$ cat config.mk
export PLATFORM = sky130hd
export DESIGN_NAME = mifu_top
export DESIGN_NICKNAME = d
export VERILOG_FILES = /design/src/inc/mifu_pkg.sv /design/src/hdl/mifu_top.sv
export VERILOG_INCLUDE_DIRS = /design/src /design/src/inc
export SDC_FILE = /design/constraint.sdc
export NUM_CORES = 1
export LEC_CHECK = 0
export ABC_AREA = 1
export BUFFER_PORTS_ARGS = -buffer_cell sky130_fd_sc_hd__buf_4
export CAP_MARGIN = 20
export CORE_ASPECT_RATIO = 1.25
export CORE_MARGIN = 2
export CORE_UTILIZATION = 45
export CTS_CLUSTER_SIZE = 8
export DETAILED_ROUTE_END_ITERATION = 12
export PLACE_DENSITY_LB_ADDON = 0.25
export SLEW_MARGIN = 20
export SYNTH_ARGS = -nofsm -noshare
export SYNTH_HDL_FRONTEND = slang
export SYNTH_SLANG_ARGS = --single-unit
$ cat constraint.sdc
create_clock -name aclk -period 1.3 [get_ports aclk]
set_input_delay 0.39 -clock aclk [delete_from_list [all_inputs] [get_ports aclk]]
set_output_delay 0.39 -clock aclk [all_outputs]
set_load 0.005 [all_outputs]
$ cat src/inc/mifu_map.svh
/*
  register offsets, bit positions, reset values and timing counts of the
  interrupt flag and enable unit.
  assumes a 40 ns system clock and byte-wide registers on 32-bit AXI4-Lite words.
*/
// Contract
// [RL1] pin b edge field bits 3..2: 00 off, 01 rise, 10 fall, 11 both
// [RL2] pin a edge field bits 1..0 uses the same four-way encoding
// [RL3] selected edge on either external pin raises that pin's request flag
// [RL4] edge register bits 7..4 read zero and ignore writes
// [RL5] hardware sets each flag on its source event regardless of enables
// [RL6] software sets individual and global enables to choose interrupting requests
// [RL7] an enabled accepted request suspends the main program for servicing
// [RL8] internal requests come from timers, time bases, detector, eeprom, serials, converter
// [RL9] three group flags each summarise secondary sources with own flag and enable
// [RL10] control 0: group0 flag 6, cmp 5, pin a 4, enables 3..1, global 0
// [RL11] control 1: tb0, converter, group2, group1 flags 7..4, enables 3..0
// [RL12] flags read 1 when pending, are software writable, reset to 0
// [RL13] enable bits block at 0, permit at 1, reset to 0
// [RL14] comparator event sets its flag, gated by its own enable
// [RL15] converter event sets its flag, gated by enable at control 1 bit 2
// [RL16] control 2: async, sync, pin b, tb1 flags 7..4, enables 3..0
// [RL17] group 0: std timer a/p flags 5,4, enables 1,0, bits 3..2 zero
// [RL18] low-voltage flag sets after fixed delay of detector output; wakes from idle
// [RL19] interrupt needs flag, own enable and global enable; grouped needs group enable
// [RL20] group flag sets when any secondary flag and its enable are set
`ifndef MIFU_MAP_SVH
`define MIFU_MAP_SVH

`define MIFU_OFF_EDGE_SEL   8'h00
`define MIFU_OFF_PRI_0      8'h04
`define MIFU_OFF_PRI_1      8'h08
`define MIFU_OFF_PRI_2      8'h0c
`define MIFU_OFF_GRP_0      8'h10
`define MIFU_OFF_GRP_1      8'h14
`define MIFU_OFF_GRP_2      8'h18

`define MIFU_RST_BYTE       8'h00
`define MIFU_WMASK_EDGE     8'h0f
`define MIFU_WMASK_PRI_0    8'h7f
`define MIFU_WMASK_FULL     8'hff
`define MIFU_WMASK_GRP      8'h33

`define MIFU_EDGE_A_LSB     0
`define MIFU_EDGE_B_LSB     2
`define MIFU_FLAG_LSB       4
`define MIFU_P0_GRP0_F      6
`define MIFU_P0_CMP_F       5
`define MIFU_P0_PIN_A_F     4
`define MIFU_P0_GRP0_E      3
`define MIFU_P0_CMP_E       2
`define MIFU_P0_PIN_A_E     1
`define MIFU_P0_GLOBAL_E    0
`define MIFU_P1_TB0_F       7
`define MIFU_P1_ADC_F       6
`define MIFU_P1_GRP2_F      5
`define MIFU_P1_GRP1_F      4
`define MIFU_P2_ASYNC_F     7
`define MIFU_P2_SYNC_F      6
`define MIFU_P2_PIN_B_F     5
`define MIFU_P2_TB1_F       4
`define MIFU_G0_STD_A_F     5
`define MIFU_G0_STD_P_F     4
`define MIFU_G1_CT_A_F      7
`define MIFU_G1_CT_P_F      6
`define MIFU_G1_PT_A_F      5
`define MIFU_G1_PT_P_F      4
`define MIFU_G2_EE_F        5
`define MIFU_G2_LV_F        4
`define MIFU_G2_LV_E        0

`define MIFU_RESP_OKAY      2'h0
`define MIFU_RESP_SLVERR    2'h2

`define MIFU_CLK_PERIOD_NS  40
`define MIFU_LVD_DELAY_NS   1000
`define MIFU_LVD_DELAY_CYC  \
  ((`MIFU_LVD_DELAY_NS + `MIFU_CLK_PERIOD_NS - 1) / `MIFU_CLK_PERIOD_NS)

`endif

$ cat src/inc/mifu_pkg.sv
/*
  types of the interrupt flag and enable unit: edge modes and the bundle of
  peripheral request pulses.
  assumes every event input is a one-cycle pulse synchronous to aclk.
*/
package mifu_pkg;

  typedef enum logic [1:0] {
    MIFU_EDGE_OFF  = 2'h0,
    MIFU_EDGE_RISE = 2'h1,
    MIFU_EDGE_FALL = 2'h2,
    MIFU_EDGE_BOTH = 2'h3
  } mifu_edge_t;

  typedef struct packed {
    logic comparator;
    logic converter;
    logic timebase0;
    logic timebase1;
    logic sync_serial_unit;
    logic async_serial;
    logic eeprom;
    logic std_timer_a_match;
    logic std_timer_p_match;
    logic compact_timer_a_match;
    logic compact_timer_p_match;
    logic periodic_timer_a_match;
    logic periodic_timer_p_match;
  } mifu_src_t;

endpackage : mifu_pkg

$ cat src/hdl/mifu_top.sv
/*
  interrupt request flags, enables, global enable, external pin edge select and
  grouped secondary sources, reached over an AXI4-Lite slave.
  assumes pins and event pulses are synchronous to aclk and the core takes
  irq_req as a level that asks it to suspend the main program.
*/
// Added by the designer: the AXI4-Lite slave port and the register addresses.
`include "mifu_map.svh"

module mifu_top (
  input  wire logic                aclk,
  input  wire logic                aresetn,
  input  wire logic                awvalid,
  output      logic                awready,
  input  wire logic [7:0]          awaddr,
  input  wire logic                wvalid,
  output      logic                wready,
  input  wire logic [31:0]         wdata,
  input  wire logic [3:0]          wstrb,
  output      logic                bvalid,
  input  wire logic                bready,
  output      logic [1:0]          bresp,
  input  wire logic                arvalid,
  output      logic                arready,
  input  wire logic [7:0]          araddr,
  output      logic                rvalid,
  input  wire logic                rready,
  output      logic [31:0]         rdata,
  output      logic [1:0]          rresp,
  input  wire logic                ext_irq_pin_a,
  input  wire logic                ext_irq_pin_b,
  input  wire mifu_pkg::mifu_src_t src_events,
  input  wire logic                low_voltage_output_bit,
  output      logic                irq_req,
  output      logic                lv_wake
);
  import mifu_pkg::*;

  localparam int unsigned NREG   = 7;
  localparam int unsigned IX_EDG = 0;
  localparam int unsigned IX_P0  = 1;
  localparam int unsigned IX_P1  = 2;
  localparam int unsigned IX_P2  = 3;
  localparam int unsigned IX_G0  = 4;
  localparam int unsigned IX_G1  = 5;
  localparam int unsigned IX_G2  = 6;
  localparam logic [7:0]  OFFS [NREG] = '{`MIFU_OFF_EDGE_SEL, `MIFU_OFF_PRI_0,
    `MIFU_OFF_PRI_1, `MIFU_OFF_PRI_2, `MIFU_OFF_GRP_0, `MIFU_OFF_GRP_1, `MIFU_OFF_GRP_2};
  localparam logic [7:0]  WMASK [NREG] = '{`MIFU_WMASK_EDGE, `MIFU_WMASK_PRI_0,
    `MIFU_WMASK_FULL, `MIFU_WMASK_FULL, `MIFU_WMASK_GRP, `MIFU_WMASK_FULL,
    `MIFU_WMASK_GRP};
  localparam logic [7:0]  LV_CYC = 8'(`MIFU_LVD_DELAY_CYC);

  logic [7:0]  regs_q [NREG];
  logic [7:0]  regs_d [NREG];
  logic [7:0]  set_v  [NREG];
  logic [NREG-1:0] wr_hit;
  logic [NREG-1:0] rd_hit;
  logic        aw_hold_q;
  logic        aw_hold_d;
  logic [7:0]  aw_addr_q;
  logic        w_hold_q;
  logic        w_hold_d;
  logic [7:0]  w_byte_q;
  logic        w_lane0_q;
  logic        awready_q;
  logic        wready_q;
  logic        bvalid_q;
  logic        bvalid_d;
  logic [1:0]  bresp_q;
  logic        arready_q;
  logic        rvalid_q;
  logic        rvalid_d;
  logic [31:0] rdata_q;
  logic [1:0]  rresp_q;
  logic        do_wr;
  logic        ar_take;
  logic [7:0]  rd_byte;
  logic [1:0]  pin_now;
  logic [1:0]  pin_prev_q;
  logic [1:0]  pin_hit;
  logic [7:0]  lv_cnt_q;
  logic        lv_set;
  logic        pend;
  logic        irq_req_q;
  logic        lv_wake_q;

  assign awready = awready_q;
  assign wready  = wready_q;
  assign bvalid  = bvalid_q;
  assign bresp   = bresp_q;
  assign arready = arready_q;
  assign rvalid  = rvalid_q;
  assign rdata   = rdata_q;
  assign rresp   = rresp_q;
  assign irq_req = irq_req_q;
  assign lv_wake = lv_wake_q;

  // write channel: address and data are caught independently, in either order
  assign do_wr     = aw_hold_q & w_hold_q & ~bvalid_q;
  assign aw_hold_d = do_wr ? 1'b0 : (aw_hold_q | (awvalid & awready_q));
  assign w_hold_d  = do_wr ? 1'b0 : (w_hold_q | (wvalid & wready_q));
  assign bvalid_d  = bvalid_q ? ~bready : do_wr;

  always_ff @(posedge aclk) begin
    if (!aresetn) begin
      aw_hold_q <= 1'b0;
      w_hold_q  <= 1'b0;
      awready_q <= 1'b0;
      wready_q  <= 1'b0;
      bvalid_q  <= 1'b0;
    end else begin
      aw_hold_q <= aw_hold_d;
      w_hold_q  <= w_hold_d;
      awready_q <= ~aw_hold_d & ~bvalid_d;
      wready_q  <= ~w_hold_d & ~bvalid_d;
      bvalid_q  <= bvalid_d;
    end
  end

  always_ff @(posedge aclk) begin
    if (!aresetn) begin
      aw_addr_q <= 8'h00;
      w_byte_q  <= 8'h00;
      w_lane0_q <= 1'b0;
      bresp_q   <= `MIFU_RESP_OKAY;
    end else begin
      if (awvalid && awready_q) begin
        aw_addr_q <= awaddr;
      end
      if (wvalid && wready_q) begin
        w_byte_q  <= wdata[7:0];
        w_lane0_q <= wstrb[0];
      end
      if (do_wr) begin
        bresp_q <= (|wr_hit) ? `MIFU_RESP_OKAY : `MIFU_RESP_SLVERR;
      end
    end
  end

  // read channel: one outstanding read, data captured at acceptance
  assign ar_take  = arvalid & arready_q;
  assign rvalid_d = rvalid_q ? ~rready : ar_take;

  always_comb begin
    rd_byte = 8'h00;
    for (int i = 0; i < NREG; i++) begin
      rd_hit[i] = (araddr == OFFS[i]);
      wr_hit[i] = do_wr & (aw_addr_q == OFFS[i]);
      if (rd_hit[i]) begin
        rd_byte = regs_q[i];
      end
    end
  end

  always_ff @(posedge aclk) begin
    if (!aresetn) begin
      arready_q <= 1'b0;
      rvalid_q  <= 1'b0;
      rdata_q   <= 32'h0000_0000;
      rresp_q   <= `MIFU_RESP_OKAY;
    end else begin
      arready_q <= ~rvalid_d;
      rvalid_q  <= rvalid_d;
      if (ar_take) begin
        rdata_q <= {24'h00_0000, rd_byte}; // unimplemented bits already held at zero [RL4]
        rresp_q <= (|rd_hit) ? `MIFU_RESP_OKAY : `MIFU_RESP_SLVERR;
      end
    end
  end

  // external pins: edge select per pin
  assign pin_now = {ext_irq_pin_b, ext_irq_pin_a};

  for (genvar g = 0; g < 2; g++) begin : g_pin
    mifu_edge_t sel;
    assign sel = mifu_edge_t'(regs_q[IX_EDG][(g * 2) +: 2]);
    assign pin_hit[g] =
      ((sel == MIFU_EDGE_RISE) & pin_now[g] & ~pin_prev_q[g]) |  // [RL1] [RL2]
      ((sel == MIFU_EDGE_FALL) & ~pin_now[g] & pin_prev_q[g]) |  // [RL1] [RL2]
      ((sel == MIFU_EDGE_BOTH) & (pin_now[g] ^ pin_prev_q[g]));  // [RL1] [RL2]
  end

  always_ff @(posedge aclk) begin
    if (!aresetn) begin
      pin_prev_q <= 2'b00;
    end else begin
      pin_prev_q <= pin_now;
    end
  end

  // low-voltage delay: the flag only fires once the output has stayed high
  // for the whole delay, so short dips near the threshold are not reported
  assign lv_set = low_voltage_output_bit & (lv_cnt_q == LV_CYC - 8'h01);

  always_ff @(posedge aclk) begin
    if (!aresetn) begin
      lv_cnt_q <= 8'h00;
    end else if (!low_voltage_output_bit) begin
      lv_cnt_q <= 8'h00;
    end else if (lv_cnt_q != LV_CYC) begin
      lv_cnt_q <= lv_cnt_q + 8'h01; // [RL18]
    end
  end

  // hardware set sources, independent of any enable except the three group flags, which need an enabled secondary
  always_comb begin
    for (int i = 0; i < NREG; i++) begin
      set_v[i] = 8'h00;
    end
    set_v[IX_P0][`MIFU_P0_GRP0_F]  = |(regs_q[IX_G0][7:4] & regs_q[IX_G0][3:0]); // [RL20] [RL9]
    set_v[IX_P0][`MIFU_P0_CMP_F]   = src_events.comparator;                     // [RL14] [RL5]
    set_v[IX_P0][`MIFU_P0_PIN_A_F] = pin_hit[0];                                // [RL3]
    set_v[IX_P1][`MIFU_P1_TB0_F]   = src_events.timebase0;                      // [RL8] [RL11]
    set_v[IX_P1][`MIFU_P1_ADC_F]   = src_events.converter;                      // [RL15]
    set_v[IX_P1][`MIFU_P1_GRP2_F]  = |(regs_q[IX_G2][7:4] & regs_q[IX_G2][3:0]); // [RL20]
    set_v[IX_P1][`MIFU_P1_GRP1_F]  = |(regs_q[IX_G1][7:4] & regs_q[IX_G1][3:0]); // [RL20]
    set_v[IX_P2][`MIFU_P2_ASYNC_F] = src_events.async_serial;                   // [RL8] [RL16]
    set_v[IX_P2][`MIFU_P2_SYNC_F]  = src_events.sync_serial_unit;               // [RL8] [RL16]
    set_v[IX_P2][`MIFU_P2_PIN_B_F] = pin_hit[1];                                // [RL3]
    set_v[IX_P2][`MIFU_P2_TB1_F]   = src_events.timebase1;                      // [RL8]
    set_v[IX_G0][`MIFU_G0_STD_A_F] = src_events.std_timer_a_match;              // [RL17]
    set_v[IX_G0][`MIFU_G0_STD_P_F] = src_events.std_timer_p_match;              // [RL17]
    set_v[IX_G1][`MIFU_G1_CT_A_F]  = src_events.compact_timer_a_match;          // [RL8]
    set_v[IX_G1][`MIFU_G1_CT_P_F]  = src_events.compact_timer_p_match;          // [RL8]
    set_v[IX_G1][`MIFU_G1_PT_A_F]  = src_events.periodic_timer_a_match;         // [RL8]
    set_v[IX_G1][`MIFU_G1_PT_P_F]  = src_events.periodic_timer_p_match;         // [RL8]
    set_v[IX_G2][`MIFU_G2_EE_F]    = src_events.eeprom;                         // [RL8]
    set_v[IX_G2][`MIFU_G2_LV_F]    = lv_set;                                    // [RL18]
  end

  // a hardware set in the same cycle as a software clear wins
  always_comb begin
    for (int i = 0; i < NREG; i++) begin
      regs_d[i] = regs_q[i];
      if (wr_hit[i] && w_lane0_q) begin
        regs_d[i] = (w_byte_q & WMASK[i]) | (regs_q[i] & ~WMASK[i]); // [RL12] [RL4] [RL10]
      end
      regs_d[i] = regs_d[i] | (set_v[i] & WMASK[i]);                   // [RL5] [RL12]
    end
  end

  always_ff @(posedge aclk) begin
    for (int i = 0; i < NREG; i++) begin
      if (!aresetn) begin
        regs_q[i] <= `MIFU_RST_BYTE; // [RL12] [RL13]
      end else begin
        regs_q[i] <= regs_d[i];
      end
    end
  end

  // a group flag is set through enabled secondaries or by a software write, and flag and group
  // enable together stand for the full grouped condition
  always_comb begin
    pend = (regs_q[IX_P0][`MIFU_P0_GRP0_F] & regs_q[IX_P0][`MIFU_P0_GRP0_E])   // [RL19]
         | (regs_q[IX_P0][`MIFU_P0_CMP_F] & regs_q[IX_P0][`MIFU_P0_CMP_E])     // [RL14] [RL13]
         | (regs_q[IX_P0][`MIFU_P0_PIN_A_F] & regs_q[IX_P0][`MIFU_P0_PIN_A_E])
         | (|(regs_q[IX_P1][7:4] & regs_q[IX_P1][3:0]))                         // [RL11] [RL15]
         | (|(regs_q[IX_P2][7:4] & regs_q[IX_P2][3:0]));                        // [RL16]
  end

  always_ff @(posedge aclk) begin
    if (!aresetn) begin
      irq_req_q <= 1'b0;
      lv_wake_q <= 1'b0;
    end else begin
      irq_req_q <= regs_q[IX_P0][`MIFU_P0_GLOBAL_E] & pend; // [RL7] [RL19]
      lv_wake_q <= regs_q[IX_G2][`MIFU_G2_LV_F] & regs_q[IX_G2][`MIFU_G2_LV_E]; // [RL18]
    end
  end

  // checks
  a_edge_upper_zero: assert property (@(posedge aclk) disable iff (!aresetn) // [RL4]
    regs_q[IX_EDG][7:4] == 4'h0)
    else $error("edge register upper bits not zero");

  a_pin_a_rise: assert property (@(posedge aclk) disable iff (!aresetn) // [RL2]
    (regs_q[IX_EDG][1:0] == 2'h1 && ext_irq_pin_a && !pin_prev_q[0])
      |=> regs_q[IX_P0][`MIFU_P0_PIN_A_F])
    else $error("pin a rising edge did not set its flag");

  a_pin_b_fall: assert property (@(posedge aclk) disable iff (!aresetn) // [RL1]
    (regs_q[IX_EDG][3:2] == 2'h2 && !ext_irq_pin_b && pin_prev_q[1])
      |=> regs_q[IX_P2][`MIFU_P2_PIN_B_F])
    else $error("pin b falling edge did not set its flag");

  a_pin_b_off: assert property (@(posedge aclk) disable iff (!aresetn) // [RL3]
    (regs_q[IX_EDG][3:2] == 2'h0 && !regs_q[IX_P2][`MIFU_P2_PIN_B_F] && !do_wr)
      |=> !regs_q[IX_P2][`MIFU_P2_PIN_B_F])
    else $error("disabled pin b raised a request");

  a_cmp_flag_set: assert property (@(posedge aclk) disable iff (!aresetn) // [RL14]
    src_events.comparator |=> regs_q[IX_P0][`MIFU_P0_CMP_F])
    else $error("comparator event lost");

  a_adc_flag_set: assert property (@(posedge aclk) disable iff (!aresetn) // [RL15]
    src_events.converter |=> regs_q[IX_P1][`MIFU_P1_ADC_F])
    else $error("converter event lost");

  a_tb0_flag_set: assert property (@(posedge aclk) disable iff (!aresetn) // [RL11]
    src_events.timebase0 |=> regs_q[IX_P1][`MIFU_P1_TB0_F])
    else $error("time base 0 event lost");

  a_async_flag_set: assert property (@(posedge aclk) disable iff (!aresetn) // [RL16]
    src_events.async_serial |=> regs_q[IX_P2][`MIFU_P2_ASYNC_F])
    else $error("async serial event lost");

  a_group_summary: assert property (@(posedge aclk) disable iff (!aresetn) // [RL20]
    (|(regs_q[IX_G0][7:4] & regs_q[IX_G0][3:0])) |=> regs_q[IX_P0][`MIFU_P0_GRP0_F])
    else $error("group 0 flag not raised by enabled secondary");

  a_grp0_reserved: assert property (@(posedge aclk) disable iff (!aresetn) // [RL17]
    regs_q[IX_G0][3:2] == 2'h0 && regs_q[IX_G0][7:6] == 2'h0)
    else $error("group 0 reserved bits not zero");

  a_pri0_bit7: assert property (@(posedge aclk) disable iff (!aresetn) // [RL10]
    regs_q[IX_P0][7] == 1'b0)
    else $error("control 0 bit 7 not zero");

  a_irq_needs_global: assert property (@(posedge aclk) disable iff (!aresetn) // [RL19]
    irq_req_q |-> $past(regs_q[IX_P0][`MIFU_P0_GLOBAL_E]) && $past(pend))
    else $error("request raised without global enable");

  a_irq_raised: assert property (@(posedge aclk) disable iff (!aresetn) // [RL7]
    (regs_q[IX_P1][`MIFU_P1_ADC_F] && regs_q[IX_P1][2] && regs_q[IX_P0][0]) |=> irq_req_q)
    else $error("enabled converter request not passed to core");

  a_lv_delayed: assert property (@(posedge aclk) disable iff (!aresetn) // [RL18]
    (!low_voltage_output_bit ##1 low_voltage_output_bit) |-> lv_cnt_q == 8'h00 && !lv_set)
    else $error("low-voltage flag set without the delay");

  a_bresp_hold: assert property (@(posedge aclk) disable iff (!aresetn)
    (bvalid_q && !bready) |=> bvalid_q && $stable(bresp_q))
    else $error("write response dropped before taken");

  c_pin_a_both: cover property (@(posedge aclk) disable iff (!aresetn)
    regs_q[IX_EDG][1:0] == 2'h3 && pin_hit[0]);
  c_irq_rise: cover property (@(posedge aclk) disable iff (!aresetn) $rose(irq_req_q));
  c_lv_set: cover property (@(posedge aclk) disable iff (!aresetn) lv_set);
  c_write_done: cover property (@(posedge aclk) disable iff (!aresetn) bvalid_q && bready);

endmodule : mifu_top

# Word level (Yosys, flattened, before mapping)
# Memory sizes are Yosys's and may differ from the RTL's.
# Index checks and enable logic that the tools add are counted.
# op_classes
bitwise	75
n_eq_ne	20
n_mux	29
reduce_logical	19
addsub	1
# ops
op	count
2-to-1 mux 8 bit	21
== test 8 x 5 -> 1 bit, second input constant	7
== test 8 x 4 -> 1 bit, second input constant	4
bitwise AND 1 bit	30
OR 8 bit	3
bitwise AND 4 bit	5
OR reduction 4 bit	5
OR 1 bit	17
== test 8 x 3 -> 1 bit, second input constant	2
logical NOT 8 bit	2
OR 6 x 8 -> 8 bit	2
OR 8 x 6 -> 8 bit	2
OR reduction 7 bit	2
NOT 1 bit	11
logical AND 1 bit	9
adder 8 x 1 -> 8 bit, second input constant	1
== test 2 bit, second input constant	4
!= test 8 x 5 -> 1 bit, second input constant	1
OR 4 x 8 -> 8 bit	1
OR 7 x 8 -> 8 bit	1
OR 8 x 7 -> 8 bit	1
2-to-1 mux 1 bit	6
== test 2 x 1 -> 1 bit, second input constant	2
2-to-1 mux 2 bit	2
other kinds (2)	3
# totals
in_bits	75
ramBits	56
mem_count	1
wordCells	162
out_inout_bits	43
reg_bits	48
# memory_table
name	depth	width	read_ports	rd_clocked_by_memory_dff	write_ports	line_no	rtl
regs_q	7	8	7	0	7	mifu_top.sv:54	logic [7:0] regs_q [NREG];

# Logic depth before layout (Yosys ltp)
# logic_depth
word_depth	8
mapped_depth	11
ltp_nobuf	11

# Least setup slack after synthesis
# OpenSTA, ideal clock, no wires.
# synth_timing
kind	register to register
start	reg aw_addr_q[7]
end	mem regs_q[5][4]
path_buffers	0
t_required_ps	1181
path_stages_with_launch	9
period_less_slack_ps	1403
setup_ps	119
path_slack_ps	-103
t_arrival_ps	1285
path_cell_list	dfxtp_1 -> nor3_4 -> nand2_2 -> nor2_4 -> nand3_4 -> clkinv_4 -> nor2_2 -> o31ai_1 -> inv_1
# synth_rtl
item	line_no	rtl
from (decl)	mifu_top.sv:61	logic [7:0] aw_addr_q;
from (signal assigned)	mifu_top.sv:129	aw_addr_q <= awaddr;
to (decl)	mifu_top.sv:54	

==> metrics.txt <==
via count 4076; top_reg_cell synth dfxtp_1; mapped cell area 4160 um^2; Leak Pwr 2.62 nW; vias in the first global route 3937; fmax 669 MHz; Post-Layout Cell Count 822; Placed Instances 795; post-route setup slack -194 ps; initial core utilization 45.8%; Post-Syn Instances 571; Final Critical Period 1490 ps; DRT iter0 DRCs 193; DR DRC count 0; Max Slew Vio Count 0; GPL Wtd Cong 0.912; FF-to-FF Start aw_addr_q[7]$_SDFFE_PN0P_; Critical R2R Capture regs_q[5][4]$_SDFF_PN0_; WS Path Type flop to flop; Worst Clk Skew 3.82 ps; clk sinks 89; share of cells above drive strength 1 34.6%; # port buffers 64; Hold Path End pin_prev_q[0]$_SDFF_PN0_; failing checks negative setup slack; first-pass GRT wire length 18000 um; Synth Area in Compound Gates 18.5%; Hold Crit Class input port to flop; cell area after placement 5070 um^2; TritonCTS Buffers 9; RSZ-0062 raised after global routing yes; GRT Residual Overflow 0; hold depth 3; Synth cell types 42; CP top delay family simple AND/OR/NAND/NOR gates; CP endpoint kind flop; diodes inserted 0; PwrDens 1080 nW/um^2; DR pass1 iterations 4; Rows 39; Slew @ Worst Pin 508 ps; Clock Tree Buf Depth 2; I/O pins 118; required time of the critical path 1540 ps; CTS Hold Bufs 0; CP max stage delay 330 ps; setup_tns -4200 ps; WL final 11400 um; WP data arrival 1730 ps; nets 772; CTS tree yes; via/cell ratio 4.96; DR WL/cell 13.8 um; Synth Area per Inst 7.28 um^2; Area growth, synth to finish 40.5%; Clock Latency Late Sink 340 ps; multiplexer area fraction after synthesis 0%; Worst path slowest cell dfxtp_2; fin crit share 115%; Synth async-reset ratio 0%; dpl hpwl 8120 um; CP max FO 5; die extent in x 90.0 um; YS warnings 0; XOR/XNOR Fraction of Synth Area 0.632%; WP buf/inv 2; Rel. slew slack 66.1%; Register-to-Register Path Depth 8; fin area 5840 um^2; sequential cell area fraction in the yosys report 42.9%; largest net degree at the start of global routing 48; Cell Chain, Critical Path nor3_4 -> nand2_2 -> nor2_4 -> nand3_4 -> clkinv_4 -> nor2_2 -> o31ai_1 -> inv_1; reg2reg setup slack -190 ps; main combinational cell family by area after synthesis simple AND/OR/NAND/NOR gates; area share of fa/ha/maj cells after synthesis 0.903%; overall routing resource usage 22.4%; number of max-cap violations 0; Die Y 111 um; hold_sp ext_irq_pin_a; fin util 64.3%; status complete, but fails checks; Synth Area in Simple Gates 23.6%; Die ar. 10000 um^2; Worst Setup Start Kind flop; Yosys reg bits 89; final hold vios 0; clock transition at the registers of the reported paths 60 ps; H-tree levels 3; Max VDD drop 0.819 mV; Core Region 9080 um^2; initial antenna violation count 0; root buf cell clkbuf_16; number of synthesized flops with an enable pin 0; remaining antenna violation count after routing 0; final setup violation count 43
==> worst register-to-register path: cells and delay by family, from the launching register on <==
kind	cells	cell delay [ps]
simple gates	5	690
flops	1	330
compound gates	1	220
buf+inv	2	150
==> flip-flops by register name, indices dropped and copies added, names as in the netlist <==
name and count:
arready 1, aw_addr_q 8, aw_hold_q 1, awready 1, bresp 1, bvalid 1, irq_req 1, lv_cnt_q 8
lv_wake 1, pin_prev_q 2, rdata 8, regs_q 43, rresp 1, rvalid 1, w_byte_q 8, w_hold_q 1
w_lane0_q 1, wready 1
==> synth_stat cells, types with 3 or more instances <==
master,number,share of area (%)
a21oi_1,57,6.9
buf_4,27,4.9
clkbuf_1,9,0.81
dfxtp_1,89,43
ha_1,3,0.90
inv_1,73,6.6
inv_2,7,0.63
nand2_1,105,9.5
nand2_2,3,0.45
nand3_1,22,2.6
nand4_1,8,1.2
nor2_1,51,4.6
nor2_2,3,0.45
nor2_4,5,1.4
nor3_1,5,0.60
o211ai_1,7,1.3
o21ai_0,52,6.3
o21ai_1,14,1.7
==> cells by family after synthesis <==
family,Yosys count
AOI/OAI and AO/OA,142
other,1
adders and majority gates,3
and+or+nand+nor,213
DFF,89
xor gates and xnor gates,3
buffers and inverters,120
==> timing repair <==
item                                    in CTS  in global routing
endpoints found under the setup margin      49                 54
setup buffers                                6                  5
pin swaps                                   14                 15
resized for setup                           60                 74
cloned                                       0                  1
hold endpoints to repair                     0                  0
==> per-layer routing <==
layer	vias up	part of all wire, %	global-route usage, %
li1	2064	-	-
met1	1872	40	25.0
met2	111	52	40.2
met3	29	4.0	4.60
met4	0	4.2	11.4
met5	-	0	0
==> placed cells by master, fill, tap and decap left out, types with 9 or more instances in the layout <==
cell type	n
o21ai_0	27
nor2_4	12
buf_4	108
o21ai_1	17
o21ai_2	21
buf_6	14
inv_1	66
nand2_1	93
a21oi_2	12
inv_2	11
nor2_1	43
a21oi_1	45
clkbuf_16	9
nand3_1	18
conb_1	26
dfxtp_1	81
nand2_2	10
==> power breakdown <==
group | internal (mW) | leakage, nW | total (mW) | switching [mW]
Sequential | 2.83 | 0.731 | 2.92 | 0.0853
Combinational | 0.349 | 1.74 | 0.740 | 0.390
Clock | 1.64 | 0.153 | 2.67 | 1.03
Total | 4.83 | 2.62 | 6.33 | 1.50
==> worst max path at each step <==
| stage | startpoint | end | slack (ps) | depth (start not counted) |
|---|---|---|---|---|
| after CTS | aw_addr_q[7]$_SDFFE_PN0P_ | regs_q[2][5]$_SDFF_PN0_ | -170 | 9 |
| after detailed placement | araddr[1] | rdata[7]$_SDFFE_PN0P_ | -430 | 10 |
| final | aw_addr_q[7]$_SDFFE_PN0P_ | regs_q[5][4]$_SDFF_PN0_ | -190 | 8 |
| after floorplan | aw_addr_q[6]$_SDFFE_PN0P_ | regs_q[5][4]$_SDFF_PN0_ | -90 | 8 |
| after global placement | araddr[0] | rdata[7]$_SDFFE_PN0P_ | -340 | 10 |
| after global routing | aw_addr_q[7]$_SDFFE_PN0P_ | regs_q[5][4]$_SDFF_PN0_ | -300 | 8 |
==> area by class of cell <==
cell class | count | area (um^2)
fill | 799 | 3240
multi-input combinational | 387 | 2240
sequential | 89 | 1790
timing repair buffer | 124 | 1010
inverter | 83 | 337
clock buffer | 14 | 274
tap | 123 | 154
clock inverter | 2 | 35.0
==> metrics by stage <==
step / total power [mW] / hold slack (ps) / setup slack (ps)
floorplan: 3.31 / 426 / -92.4
global placement: 3.58 / 450 / -339
detailed placement: 3.60 / 454 / -430
CTS: 6.30 / 238 / -169
global route: 6.58 / 250 / -295
finish: 6.33 / 243 / -194
Power figures use the tool's default switching activity.
